`src/pkg/dpf_pkg.sv`:
```
package dpf_pkg;

  //////////////////////////////////////////////////////////////////////////////
  // register byte offsets
  localparam logic [7:0] OFS_CTRL = 8'h00; // fault action, usage clear
  localparam logic [7:0] OFS_RELAY_SEL = 8'h04; // relay function codes
  localparam logic [7:0] OFS_UV_DELAY = 8'h08; // undervoltage delay, tenths of s
  localparam logic [7:0] OFS_FAN_THRESH = 8'h0C; // replace threshold, 0.1 %
  localparam logic [7:0] OFS_FAN_USAGE = 8'h10; // usage, 0.1 %, read only
  localparam logic [7:0] OFS_TERM_FUNC = 8'h14; // five terminal function codes
  localparam logic [7:0] OFS_STATUS = 8'h18; // live state, read only
  localparam logic [7:0] OFS_HOLD = 8'h1C; // captured freq and current
  localparam logic [7:0] OFS_IRQ_STATUS = 8'h20; // sticky events, write one clears
  localparam logic [7:0] OFS_IRQ_MASK = 8'h24; // interrupt enables

  //////////////////////////////////////////////////////////////////////////////
  // field positions and reset values
  localparam int CTRL_ACTION_BIT = 0; // fan fault action
  localparam int CTRL_CLEAR_BIT = 1; // fan usage clear strobe
  localparam int RELAY2_LSB = 8; // relay 2 code field
  localparam int TERM_FIELD_W = 5; // width of one terminal code
  localparam int NUM_TERM = 5; // input terminals
  localparam int NUM_EVENTS = 5; // interrupt sources
  localparam logic [15:0] FAN_THRESH_RST = 16'h0384; // 90.0 %
  localparam logic [9:0] UV_DELAY_RST = 10'h000; // 0.0 s
  localparam logic [9:0] UV_DELAY_MAX = 10'h0258; // 60.0 s in tenths
  localparam logic [7:0] RELAY_SEL_RST = 8'h00; // no function
  localparam logic [15:0] USAGE_MAX = 16'hFFFF; // 6553.5 %

  //////////////////////////////////////////////////////////////////////////////
  // function codes
  localparam logic [7:0] RELAY_FAN_WARN = 8'h08; // fan error warning
  localparam logic [7:0] RELAY_UNDERVOLT = 8'h0B; // undervoltage warning
  localparam logic [7:0] RELAY_FAN_XCHG = 8'h25; // fan exchange warning
  localparam logic [4:0] TERM_TRIP_RESET = 5'h03; // clear latched trips
  localparam logic [4:0] TERM_OUT_BLOCK = 5'h05; // output block input

  //////////////////////////////////////////////////////////////////////////////
  // timing
  localparam int CLK_PERIOD_NS = 10; // 100 MHz
  localparam int TENTH_MS = 100; // base tick of 0.1 s
  localparam int TENTH_CYCLES = TENTH_MS * 1000000 / CLK_PERIOD_NS;
  localparam int FAN_LIFE_HOURS = 50000; // rated fan lifetime
  localparam int FAN_STEP_TENTHS = FAN_LIFE_HOURS * 3600 * 10 / 1000; // one 0.1 % step

  //////////////////////////////////////////////////////////////////////////////
  // carriers
  typedef struct packed {
    logic fan_warn; // fan error in warning mode
    logic undervolt; // dc link below level
    logic fan_xchg; // usage reached threshold
  } dpf_cond_s;

  typedef struct packed {
    logic [15:0] curr; // output current at block
    logic [15:0] freq; // output frequency at block
  } dpf_hold_s;

endpackage : dpf_pkg
```
`src/design/dpf_relay_out.sv`:
```
`timescale 1ns/1ps
// one multi-function relay: follows the condition its code selects
module dpf_relay_out (
  // clock and reset
  input wire logic i_clk,
  input wire logic i_rstn,
  // selection and conditions
  input wire logic [7:0] i_sel,
  input dpf_pkg::dpf_cond_s i_cond,
  // relay drive
  output logic o_relay
);

  // condition picked by the function code
  wire hit = ((i_sel == dpf_pkg::RELAY_FAN_WARN) && i_cond.fan_warn)
    || ((i_sel == dpf_pkg::RELAY_UNDERVOLT) && i_cond.undervolt)
    || ((i_sel == dpf_pkg::RELAY_FAN_XCHG) && i_cond.fan_xchg);

  // relay tracks condition, drops when it clears
  always_ff @(posedge i_clk or negedge i_rstn)
  begin
    if (!i_rstn)
      o_relay <= 1'b0;
    else
      o_relay <= hit;
  end

endmodule : dpf_relay_out

```
`src/design/dpf_tick.sv`:
```
`timescale 1ns/1ps
// counts enabled cycles and pulses once every COUNT of them
module dpf_tick #(
  parameter int unsigned COUNT = 10
) (
  // clock and reset
  input wire logic i_clk,
  input wire logic i_rstn,
  // control
  input wire logic i_en,
  input wire logic i_clr,
  // pulse out
  output logic o_tick
);

  localparam int W = (COUNT > 1) ? $clog2(COUNT) : 1;
  localparam logic [W-1:0] LAST = W'(COUNT - 1);

  logic [W-1:0] cnt; // enabled cycles so far
  wire at_last = (cnt == LAST);

  // count, wrap and pulse
  always_ff @(posedge i_clk or negedge i_rstn)
  begin
    if (!i_rstn)
    begin
      cnt <= '0;
      o_tick <= 1'b0;
    end
    else
    begin
      o_tick <= i_en && at_last && !i_clr;
      if (i_clr || (i_en && at_last))
        cnt <= '0;
      else if (i_en)
        cnt <= cnt + 1'b1;
    end
  end

endmodule : dpf_tick

```
`src/design/dpf_top.sv`:
```
// Added by the designer: the AHB-Lite slave port and the address map.
`timescale 1ns/1ps
// Function
// - trip mode fan error blocks output, shows trip
// - warning mode: code 8 relay, keep running
// - overheat blocks output even in warning mode
// - fan usage reaching threshold raises exchange warning
// - usage readable in 0.1 percent, saturating
// - writing one to usage clear zeroes usage
// - dc link undervoltage stops output, low-voltage trip
// - block at once, declare trip after delay
// - code 11 relay warns undervoltage without delay
// - terminal code 5 on while running blocks output
// - hold frequency and current captured at block
// - resume after block off and new run
// - terminal code 3 clears latched trips
module dpf_top #(
  parameter int unsigned TENTH_CYCLES = dpf_pkg::TENTH_CYCLES,
  parameter int unsigned FAN_STEP_TENTHS = dpf_pkg::FAN_STEP_TENTHS
) (
  // clock and reset
  input wire logic I_REF_CLK,
  input wire logic I_RSTN,
  // ahb-lite slave
  input wire logic I_HSEL,
  input wire logic [31:0] I_HADDR,
  input wire logic [1:0] I_HTRANS,
  input wire logic I_HWRITE,
  input wire logic [2:0] I_HSIZE,
  input wire logic [31:0] I_HWDATA,
  input wire logic I_HREADY,
  output logic [31:0] O_HRDATA,
  output logic O_HREADYOUT,
  output logic O_HRESP,
  // fault sources
  input wire logic I_FAN_FAULT,
  input wire logic I_FAN_RUN,
  input wire logic I_OVERHEAT,
  input wire logic I_UNDERVOLT,
  // terminals and operation
  input wire logic [dpf_pkg::NUM_TERM-1:0] I_TERM,
  input wire logic I_RUN_CMD,
  input wire logic [15:0] I_OUT_FREQ,
  input wire logic [15:0] I_OUT_CURR,
  // drive outputs
  output logic O_OUT_BLOCK,
  output logic O_RELAY1,
  output logic O_RELAY2,
  output logic O_IRQ
);

  //////////////////////////////////////////////////////////////////////////////
  // bus address phase capture
  logic dp_valid; // data phase pending
  logic dp_write; // pending is a write
  logic [7:0] dp_addr; // pending byte offset
  wire ap_take = I_HSEL && I_HTRANS[1] && I_HREADY;
  wire [7:0] ap_addr = I_HADDR[7:0];
  wire unused_size = ^I_HSIZE; // whole words only

  // one address phase per transfer, zero wait
  always_ff @(posedge I_REF_CLK or negedge I_RSTN)
  begin
    if (!I_RSTN)
    begin
      dp_valid <= 1'b0;
      dp_write <= 1'b0;
      dp_addr <= 8'h00;
    end
    else
    begin
      dp_valid <= ap_take;
      dp_write <= I_HWRITE;
      dp_addr <= ap_addr;
    end
  end

  // data phase write strobes
  wire wr_any = dp_valid && dp_write;
  wire wr_ctrl = wr_any && (dp_addr == dpf_pkg::OFS_CTRL);
  wire wr_relay = wr_any && (dp_addr == dpf_pkg::OFS_RELAY_SEL);
  wire wr_uvd = wr_any && (dp_addr == dpf_pkg::OFS_UV_DELAY);
  wire wr_thr = wr_any && (dp_addr == dpf_pkg::OFS_FAN_THRESH);
  wire wr_term = wr_any && (dp_addr == dpf_pkg::OFS_TERM_FUNC);
  wire wr_istat = wr_any && (dp_addr == dpf_pkg::OFS_IRQ_STATUS);
  wire wr_imask = wr_any && (dp_addr == dpf_pkg::OFS_IRQ_MASK);
  wire usage_clear = wr_ctrl && I_HWDATA[dpf_pkg::CTRL_CLEAR_BIT];

  //////////////////////////////////////////////////////////////////////////////
  // software settings
  logic fan_fault_action; // 0 trip, 1 warning
  logic [7:0] relay1_function_select; // relay 1 code
  logic [7:0] relay2_function_select; // relay 2 code
  logic [9:0] undervoltage_trip_delay; // tenths of a second
  logic [15:0] fan_replace_threshold; // 0.1 % units
  logic [dpf_pkg::NUM_TERM*dpf_pkg::TERM_FIELD_W-1:0] input_terminal_function;
  logic [dpf_pkg::NUM_EVENTS-1:0] irq_mask; // event enables
  wire [9:0] uvd_wr = I_HWDATA[9:0];
  wire [9:0] uvd_lim = (uvd_wr > dpf_pkg::UV_DELAY_MAX) ? dpf_pkg::UV_DELAY_MAX : uvd_wr;

  // settings writes
  always_ff @(posedge I_REF_CLK or negedge I_RSTN)
  begin
    if (!I_RSTN)
    begin
      fan_fault_action <= 1'b0;
      relay1_function_select <= dpf_pkg::RELAY_SEL_RST;
      relay2_function_select <= dpf_pkg::RELAY_SEL_RST;
      undervoltage_trip_delay <= dpf_pkg::UV_DELAY_RST;
      fan_replace_threshold <= dpf_pkg::FAN_THRESH_RST;
      input_terminal_function <= '0;
      irq_mask <= '0;
    end
    else
    begin
      if (wr_ctrl)
        fan_fault_action <= I_HWDATA[dpf_pkg::CTRL_ACTION_BIT];
      if (wr_relay)
      begin
        relay1_function_select <= I_HWDATA[7:0];
        relay2_function_select <= I_HWDATA[dpf_pkg::RELAY2_LSB +: 8];
      end
      if (wr_uvd)
        undervoltage_trip_delay <= uvd_lim;
      if (wr_thr)
        fan_replace_threshold <= I_HWDATA[15:0];
      if (wr_term)
        input_terminal_function <= I_HWDATA[dpf_pkg::NUM_TERM*dpf_pkg::TERM_FIELD_W-1:0];
      if (wr_imask)
        irq_mask <= I_HWDATA[dpf_pkg::NUM_EVENTS-1:0];
    end
  end

  //////////////////////////////////////////////////////////////////////////////
  // terminal decode
  logic [dpf_pkg::NUM_TERM-1:0] term_block; // terminal set to block
  logic [dpf_pkg::NUM_TERM-1:0] term_reset; // terminal set to reset
  genvar g;
  generate
    for (g = 0; g < dpf_pkg::NUM_TERM; g++)
    begin : g_term
      wire [4:0] code = input_terminal_function[g*dpf_pkg::TERM_FIELD_W +: dpf_pkg::TERM_FIELD_W];
      assign term_block[g] = I_TERM[g] && (code == dpf_pkg::TERM_OUT_BLOCK);
      assign term_reset[g] = I_TERM[g] && (code == dpf_pkg::TERM_TRIP_RESET);
    end
  endgenerate
  wire block_in = |term_block; // output_block_input asserted
  wire trip_reset = |term_reset;

  //////////////////////////////////////////////////////////////////////////////
  // time base and fan usage steps
  logic tenth; // 0.1 s pulse
  logic fan_step; // one 0.1 % of fan life
  dpf_tick #(.COUNT(TENTH_CYCLES)) u_tenth (
    .i_clk(I_REF_CLK),
    .i_rstn(I_RSTN),
    .i_en(1'b1),
    .i_clr(1'b0),
    .o_tick(tenth)
  );
  dpf_tick #(.COUNT(FAN_STEP_TENTHS)) u_fan_step (
    .i_clk(I_REF_CLK),
    .i_rstn(I_RSTN),
    .i_en(tenth && I_FAN_RUN),
    .i_clr(usage_clear),
    .o_tick(fan_step)
  );

  //////////////////////////////////////////////////////////////////////////////
  // fan usage accounting
  logic [15:0] fan_usage_percent; // 0.1 % units
  wire usage_full = (fan_usage_percent == dpf_pkg::USAGE_MAX);
  wire fan_xchg = (fan_usage_percent >= fan_replace_threshold);

  // count up, saturate, clear on request
  always_ff @(posedge I_REF_CLK or negedge I_RSTN)
  begin
    if (!I_RSTN)
      fan_usage_percent <= 16'h0000;
    else if (usage_clear)
      fan_usage_percent <= 16'h0000;
    else if (fan_step && !usage_full)
      fan_usage_percent <= fan_usage_percent + 16'h0001;
  end

  //////////////////////////////////////////////////////////////////////////////
  // undervoltage delay and trips
  logic [9:0] uv_cnt; // tenths spent under voltage
  logic uv_trip; // low voltage trip declared
  logic fan_trip; // fan trip latched
  logic oh_trip; // overheat trip latched
  wire uv_due = I_UNDERVOLT && (uv_cnt >= undervoltage_trip_delay);
  wire fan_trip_set = I_FAN_FAULT && !fan_fault_action;
  wire fan_warn = I_FAN_FAULT && fan_fault_action;

  // delay counter runs only while under voltage
  always_ff @(posedge I_REF_CLK or negedge I_RSTN)
  begin
    if (!I_RSTN)
      uv_cnt <= 10'h000;
    else if (!I_UNDERVOLT)
      uv_cnt <= 10'h000;
    else if (tenth && (uv_cnt != dpf_pkg::UV_DELAY_MAX))
      uv_cnt <= uv_cnt + 10'h001;
  end

  // latched trips, a new cause beats the reset terminal
  always_ff @(posedge I_REF_CLK or negedge I_RSTN)
  begin
    if (!I_RSTN)
    begin
      uv_trip <= 1'b0;
      fan_trip <= 1'b0;
      oh_trip <= 1'b0;
    end
    else
    begin
      uv_trip <= uv_due || (uv_trip && !trip_reset);
      fan_trip <= fan_trip_set || (fan_trip && !trip_reset);
      oh_trip <= I_OVERHEAT || (oh_trip && !trip_reset);
    end
  end

  //////////////////////////////////////////////////////////////////////////////
  // output block by terminal
  logic run_d; // run command last cycle
  logic bx_lock; // output held off by block input
  dpf_pkg::dpf_hold_s hold; // values at block moment
  wire run_rise = I_RUN_CMD && !run_d;
  wire bx_set = block_in && I_RUN_CMD && !bx_lock;
  wire bx_release = !block_in && run_rise;

  // lock, release and snapshot
  always_ff @(posedge I_REF_CLK or negedge I_RSTN)
  begin
    if (!I_RSTN)
    begin
      run_d <= 1'b0;
      bx_lock <= 1'b0;
      hold <= '0;
    end
    else
    begin
      run_d <= I_RUN_CMD;
      if (bx_set)
      begin
        bx_lock <= 1'b1;
        hold <= '{curr: I_OUT_CURR, freq: I_OUT_FREQ};
      end
      else if (bx_release)
        bx_lock <= 1'b0;
    end
  end

  //////////////////////////////////////////////////////////////////////////////
  // output block and relays
  wire next_out_block = fan_trip_set || fan_trip || I_OVERHEAT || oh_trip
    || I_UNDERVOLT || uv_trip || bx_set || bx_lock;

  // power stage block, registered
  always_ff @(posedge I_REF_CLK or negedge I_RSTN)
  begin
    if (!I_RSTN)
      O_OUT_BLOCK <= 1'b0;
    else
      O_OUT_BLOCK <= next_out_block;
  end

  // relay conditions, undervolt straight from the input
  wire dpf_pkg::dpf_cond_s cond = '{fan_warn: fan_warn, undervolt: I_UNDERVOLT, fan_xchg: fan_xchg};

  dpf_relay_out u_relay1 (
    .i_clk(I_REF_CLK),
    .i_rstn(I_RSTN),
    .i_sel(relay1_function_select),
    .i_cond(cond),
    .o_relay(O_RELAY1)
  );
  dpf_relay_out u_relay2 (
    .i_clk(I_REF_CLK),
    .i_rstn(I_RSTN),
    .i_sel(relay2_function_select),
    .i_cond(cond),
    .o_relay(O_RELAY2)
  );

  //////////////////////////////////////////////////////////////////////////////
  // interrupts
  logic [dpf_pkg::NUM_EVENTS-1:0] irq_status; // sticky events
  logic xchg_d; // exchange level last cycle
  wire oh_set = I_OVERHEAT && !oh_trip; // first cycle of a new overheat
  wire [dpf_pkg::NUM_EVENTS-1:0] events = {oh_set, bx_set, fan_xchg && !xchg_d,
    uv_due && !uv_trip, fan_trip_set && !fan_trip};
  wire [dpf_pkg::NUM_EVENTS-1:0] w1c = wr_istat ? I_HWDATA[dpf_pkg::NUM_EVENTS-1:0] : '0;

  // set wins over a write-one clear
  always_ff @(posedge I_REF_CLK or negedge I_RSTN)
  begin
    if (!I_RSTN)
    begin
      irq_status <= '0;
      xchg_d <= 1'b0;
      O_IRQ <= 1'b0;
    end
    else
    begin
      irq_status <= (irq_status & ~w1c) | events;
      xchg_d <= fan_xchg;
      O_IRQ <= |(((irq_status & ~w1c) | events) & irq_mask);
    end
  end

  //////////////////////////////////////////////////////////////////////////////
  // read data
  wire [7:0] status = {1'b0, oh_trip, fan_xchg, fan_warn, bx_lock, O_OUT_BLOCK, uv_trip, fan_trip};
  logic [31:0] rd_mux; // selected register

  // read select, unmapped reads zero
  always_comb
  begin
    unique case (ap_addr)
      dpf_pkg::OFS_CTRL: rd_mux = {31'h0000_0000, fan_fault_action};
      dpf_pkg::OFS_RELAY_SEL: rd_mux = {16'h0000, relay2_function_select, relay1_function_select};
      dpf_pkg::OFS_UV_DELAY: rd_mux = {22'h00_0000, undervoltage_trip_delay};
      dpf_pkg::OFS_FAN_THRESH: rd_mux = {16'h0000, fan_replace_threshold};
      dpf_pkg::OFS_FAN_USAGE: rd_mux = {16'h0000, fan_usage_percent};
      dpf_pkg::OFS_TERM_FUNC: rd_mux = {7'h00, input_terminal_function};
      dpf_pkg::OFS_STATUS: rd_mux = {24'h00_0000, status};
      dpf_pkg::OFS_HOLD: rd_mux = hold;
      dpf_pkg::OFS_IRQ_STATUS: rd_mux = {27'h000_0000, irq_status};
      dpf_pkg::OFS_IRQ_MASK: rd_mux = {27'h000_0000, irq_mask};
      default: rd_mux = 32'h0000_0000;
    endcase
  end

  // read data registered in the address phase
  always_ff @(posedge I_REF_CLK or negedge I_RSTN)
  begin
    if (!I_RSTN)
      O_HRDATA <= 32'h0000_0000;
    else if (ap_take && !I_HWRITE)
      O_HRDATA <= rd_mux;
  end

  assign O_HREADYOUT = 1'b1 | unused_size; // zero wait states
  assign O_HRESP = 1'b0; // always okay
endmodule : dpf_top

```
`config.mk`:
```
export PLATFORM = sky130hd
export DESIGN_NAME = dpf_top
export DESIGN_NICKNAME = d
export VERILOG_FILES = /design/src/pkg/dpf_pkg.sv /design/src/design/dpf_relay_out.sv /design/src/design/dpf_tick.sv /design/src/design/dpf_top.sv
export SDC_FILE = /design/constraint.sdc
export NUM_CORES = 1
export LEC_CHECK = 0
export BUFFER_PORTS_ARGS = -buffer_cell sky130_fd_sc_hd__buf_4
export CELL_PAD_IN_SITES_DETAIL_PLACEMENT = 1
export CELL_PAD_IN_SITES_GLOBAL_PLACEMENT = 1
export CORE_MARGIN = 10
export CORE_UTILIZATION = 43
export CTS_CLUSTER_SIZE = 25
export DETAILED_ROUTE_END_ITERATION = 12
export GPL_TIMING_DRIVEN = 0
export PLACE_DENSITY_LB_ADDON = 0.1
export SLEW_MARGIN = 30
export SYNTH_ARGS = -nofsm -noshare
export SYNTH_HDL_FRONTEND = slang
export SYNTH_HIERARCHICAL = 1
export SYNTH_SLANG_ARGS = --single-unit
```
`constraint.sdc`:
```
create_clock -name I_REF_CLK -period 2.9 [get_ports I_REF_CLK]
set_input_delay 0 -clock I_REF_CLK [delete_from_list [all_inputs] [get_ports I_REF_CLK]]
set_output_delay 0 -clock I_REF_CLK [all_outputs]
set_load 0.05 [all_outputs]
```
==> key figures <==
Setup path
  – R2R Setup Slk: 0.20 ns
  – Reg2Reg Depth: 8
  – CP max FO: 10
  – Setup CP Type: reg2reg
  – Req. time, crit path: about 3.3 ns
  – Reg2reg start: dp_addr[7]
  – Critical Path Start Type: register
  – Worst R2R End: undervoltage_trip_delay[5]
  – Element type at the critical path end: register
  – WP data arrival: roughly 3.1 ns

Power and ir drop
  – Combinational group share of total power: between 8 and 9%
  – Net Sw Frac: 24.3%
  – Leakage power: 6.54 nW
  – Max VDD drop: 0.000408 V
  – Sequential power share: 46.9%
  – Switching pwr: roughly 1.9 mW
  – P_int: a little under 6 mW
  – Pwr Total: 7.86 mW
  – Power share of the clock group: between 40% and 50%
  – Power Density: around 530 nW/um2

Clocking
  – Maximum buffer depth of the clock tree: 3
  – Clk sinks: 235
  – H-tree Lvls: 1
  – Clk Latency, worst-skew pair: 0.56 ns
  – Clock Pin Slew Worst Setup and Hold Paths: about 0.060 ns
  – CTS Root Buffer Type: clkbuf_16
  – CTS tree: yes
  – CTS buffer count: 28

Routing
  – Drt via density: about 5.7
  – Drt wl/cell: 22.2 um
  – DRT iter0 DRCs: ~670
  – Via count: roughly 9,400
  – Post-route ant nets: 0
  – Pre-antenna DRT Iters: 5
  – Routed WL: approximately 37,000 um
  – Drc violations: 0

Yosys
  – Post-synthesis cell type count: 82
  – Seq cells post-synth: around 240
  – Synth warn: 6
  – Mapped Cells: roughly 1,000
  – Avg Cell Area, Syn: about 11 um2
  – Number of flops mapped to enable cells by yosys: 0
  – Synth async-reset ratio: between 90% and 100%
  – Most area-hungry cell type in the Yosys netlist: dfrtp_1
  – Top cell type's share of synthesized area: 49.9%
  – Synth top area cells: dfrtp_1 (50%), mux2_2 (9.2%), ha_1 (3.3%)
  – Top FF cell, synth: dfrtp_1
  – Sequential area share after synthesis: between 50 and 60%
  – Post-Synthesis Cell Area: 11,600 um2

STA
  – Worst Hold Margin: between 0.02 and 0.03 ns
  – Max-slew violations: 0
  – Fmax: roughly 370 MHz
  – Final worst path period share: between 90 and 100%
  – PnR worst setup slack: approximately 0.20 ns
  – Final hold viol count: 0
  – Sum Neg Setup Slack: 0 ns
  – Slew headroom: around two fifths
  – Worst clock skew: approximately 0.035 ns
  – Final setup viols: 0
  – Minimum clock period: approximately 2.7 ns
  – Worst slew pin tran: 0.920 ns
  – RSZ-0062 raised after global routing: no

Die
  – Initial Util: between 40% and 50%
  – Core Box Area: approximately 27,000 um2
  – Die area: 33,900 um2
  – FP Rows: 60
  – Die Ht: ~180 um
  – # IOs: around 150
  – Die W: 184 um

GRT
  – Tot GR Track Use: about a fifth
  – Pin count of the biggest net entering global routing: between 70 and 80
  – Global-route wire length before repair: around 57,000 um
  – Antenna violations before repair: 0
  – Grt ovf: 0
  – Vias in the first global route: between 9,000 and 10,000

Layout
  – Final-layout fill cell count: 2,833
  – Most frequent cells in the layout: dfrtp_1 (231), buf_4 (124), mux2_2 (95)
  – Layout cell share with drive strength beyond 1: 24.9%
  – Cell Count, Final, Fillers Out: approximately 1,600
  – Seq. cell area: just under 6000 um2
  – Final core occ: 55.3%
  – Nets: 1,428
  – Antenna cell count: 0
  – Area growth syn-to-layout: 27.5%
  – Design area: between 10,000 and 15,000 um2
  – Multi-input logic area: roughly 5400 um2
  – Most common cell after layout, fill and taps aside: dfrtp_1

Placement
  – Dpl cells: approximately 1,500
  – Worst slack at placement: -0.0944 ns
  – Gp weighted congestion: approximately 0.92
  – Placed Area: approximately 13,000 um2
  – Number of buffers added on ports: 115
  – DP HPWL: between 20,000 and 30,000 um

Job
  – MaxCap Viol Count: 0

Hold path
  – Hold crit path type: in2async

Run status
  – Status: completed
## area by class of cell
cell class | count | area share, %
clock inverters | 10 | 0.618
well taps | 341 | 2.89
repair buffers | 199 | 11.9
plain buffers | 44 | 1.46
flip-flops and latches | 235 | 39.8
multi-input cells | 730 | 36.5
inverters | 43 | 1.09
clock buffers | 42 | 5.64
## power groups by stage
stage | Combinational (mW) | Clock [mW] | Sequential, mW
2_1_floorplan | 0.317 | 0 | 3.67
3_3_place_gp | 0.560 | 0 | 3.73
3_5_place_dp | 0.602 | 0 | 3.74
4_1_cts | 0.695 | 3.58 | 3.68
5_1_grt | 0.761 | 3.73 | 3.71
6_report | 0.693 | 3.48 | 3.68
## cells by family (layout without fill, tap and decap cells)
group / Yosys count / count (layout) / share of synthesized area [%]
other cells: 2 / 14 / 0.0648
fa+ha+maj: 31 / 31 / 3.35
mux: 103 / 103 / 9.93
compound gates: 204 / 204 / 12.6
buf+inv: 88 / 338 / 3.26
xor+xnor: 43 / 43 / 3.25
simple gates: 335 / 335 / 16.8
flops: 235 / 235 / 50.8
## sequential cells by signal (all words and copies together), names as in the netlist, 5 cells and up
name / count
irq_status: 5
u_tenth/cnt: 24
relay2_function_select: 8
undervoltage_trip_delay: 10
u_fan_step/cnt: 21
O_HRDATA: 32
irq_mask: 5
fan_replace_threshold: 16
relay1_function_select: 8
dp_addr: 8
input_terminal_function: 25
fan_usage_percent: 16
hold: 32
uv_cnt: 10
## worst max-delay path by stage
stage                         start                    endpoint  slack [ns]
6_report                 dp_addr[7]  undervoltage_trip_delay[5]        0.20
5_1_grt                  dp_addr[7]  undervoltage_trip_delay[5]        0.12
2_1_floorplan            dp_addr[7]           u_fan_step/cnt[0]        0.58
4_1_cts                  dp_addr[7]  undervoltage_trip_delay[5]        0.03
3_3_place_gp   fan_usage_percent[6]            u_relay2/o_relay       -0.47
3_5_place_dp   fan_usage_percent[6]            u_relay2/o_relay       -0.09
## Yosys cell counts (8+ instances only)
cell	n
a21o_1	12
a21oi_1	35
a222oi_1	14
a22o_1	24
a22oi_1	31
and2_1	18
and3_1	13
buf_2	10
clkbuf_1	26
dfrtp_1	231
ha_1	31
inv_1	43
mux2_2	95
nand2_1	67
nand3_1	29
nand3b_1	8
nand4_1	29
nor2_1	65
nor4_1	10
nor4bb_1	8
o21ai_0	39
or3_1	17
or4_1	9
xnor2_1	19
xor2_1	24
## what timing repair did
action | in CTS | in global routing
hold endpoints to repair | 300 | 0
gates resized for setup | 2 | 0
setup buffers | 1 | 2
hold buffers | 77 | 0
pin swaps | 1 | 1
cloned | 0 | 0
endpoints found under the setup margin | 22 | 22
## worst max-delay path, cell delays in order (launching register included)
cell           delay, ns
dfrtp_1             0.37
nor4bb_1            0.39
buf_6               0.20
nor3b_4             0.27
nand4b_1            0.12
buf_4               0.18
clkbuf_1            0.22
a22o_1              0.28
dlygate4sd3_1       0.54
## routing by layer
layer  up-vias  GRT usage (%)  routed length (um)
met5         -              0                   0
met4         0           5.54                 869
met3        54           3.78                2120
met2       222           35.8               17900
met1      4760           28.0               15700
li1       4335              -                   -
Power figures use the tool's default switching activity.
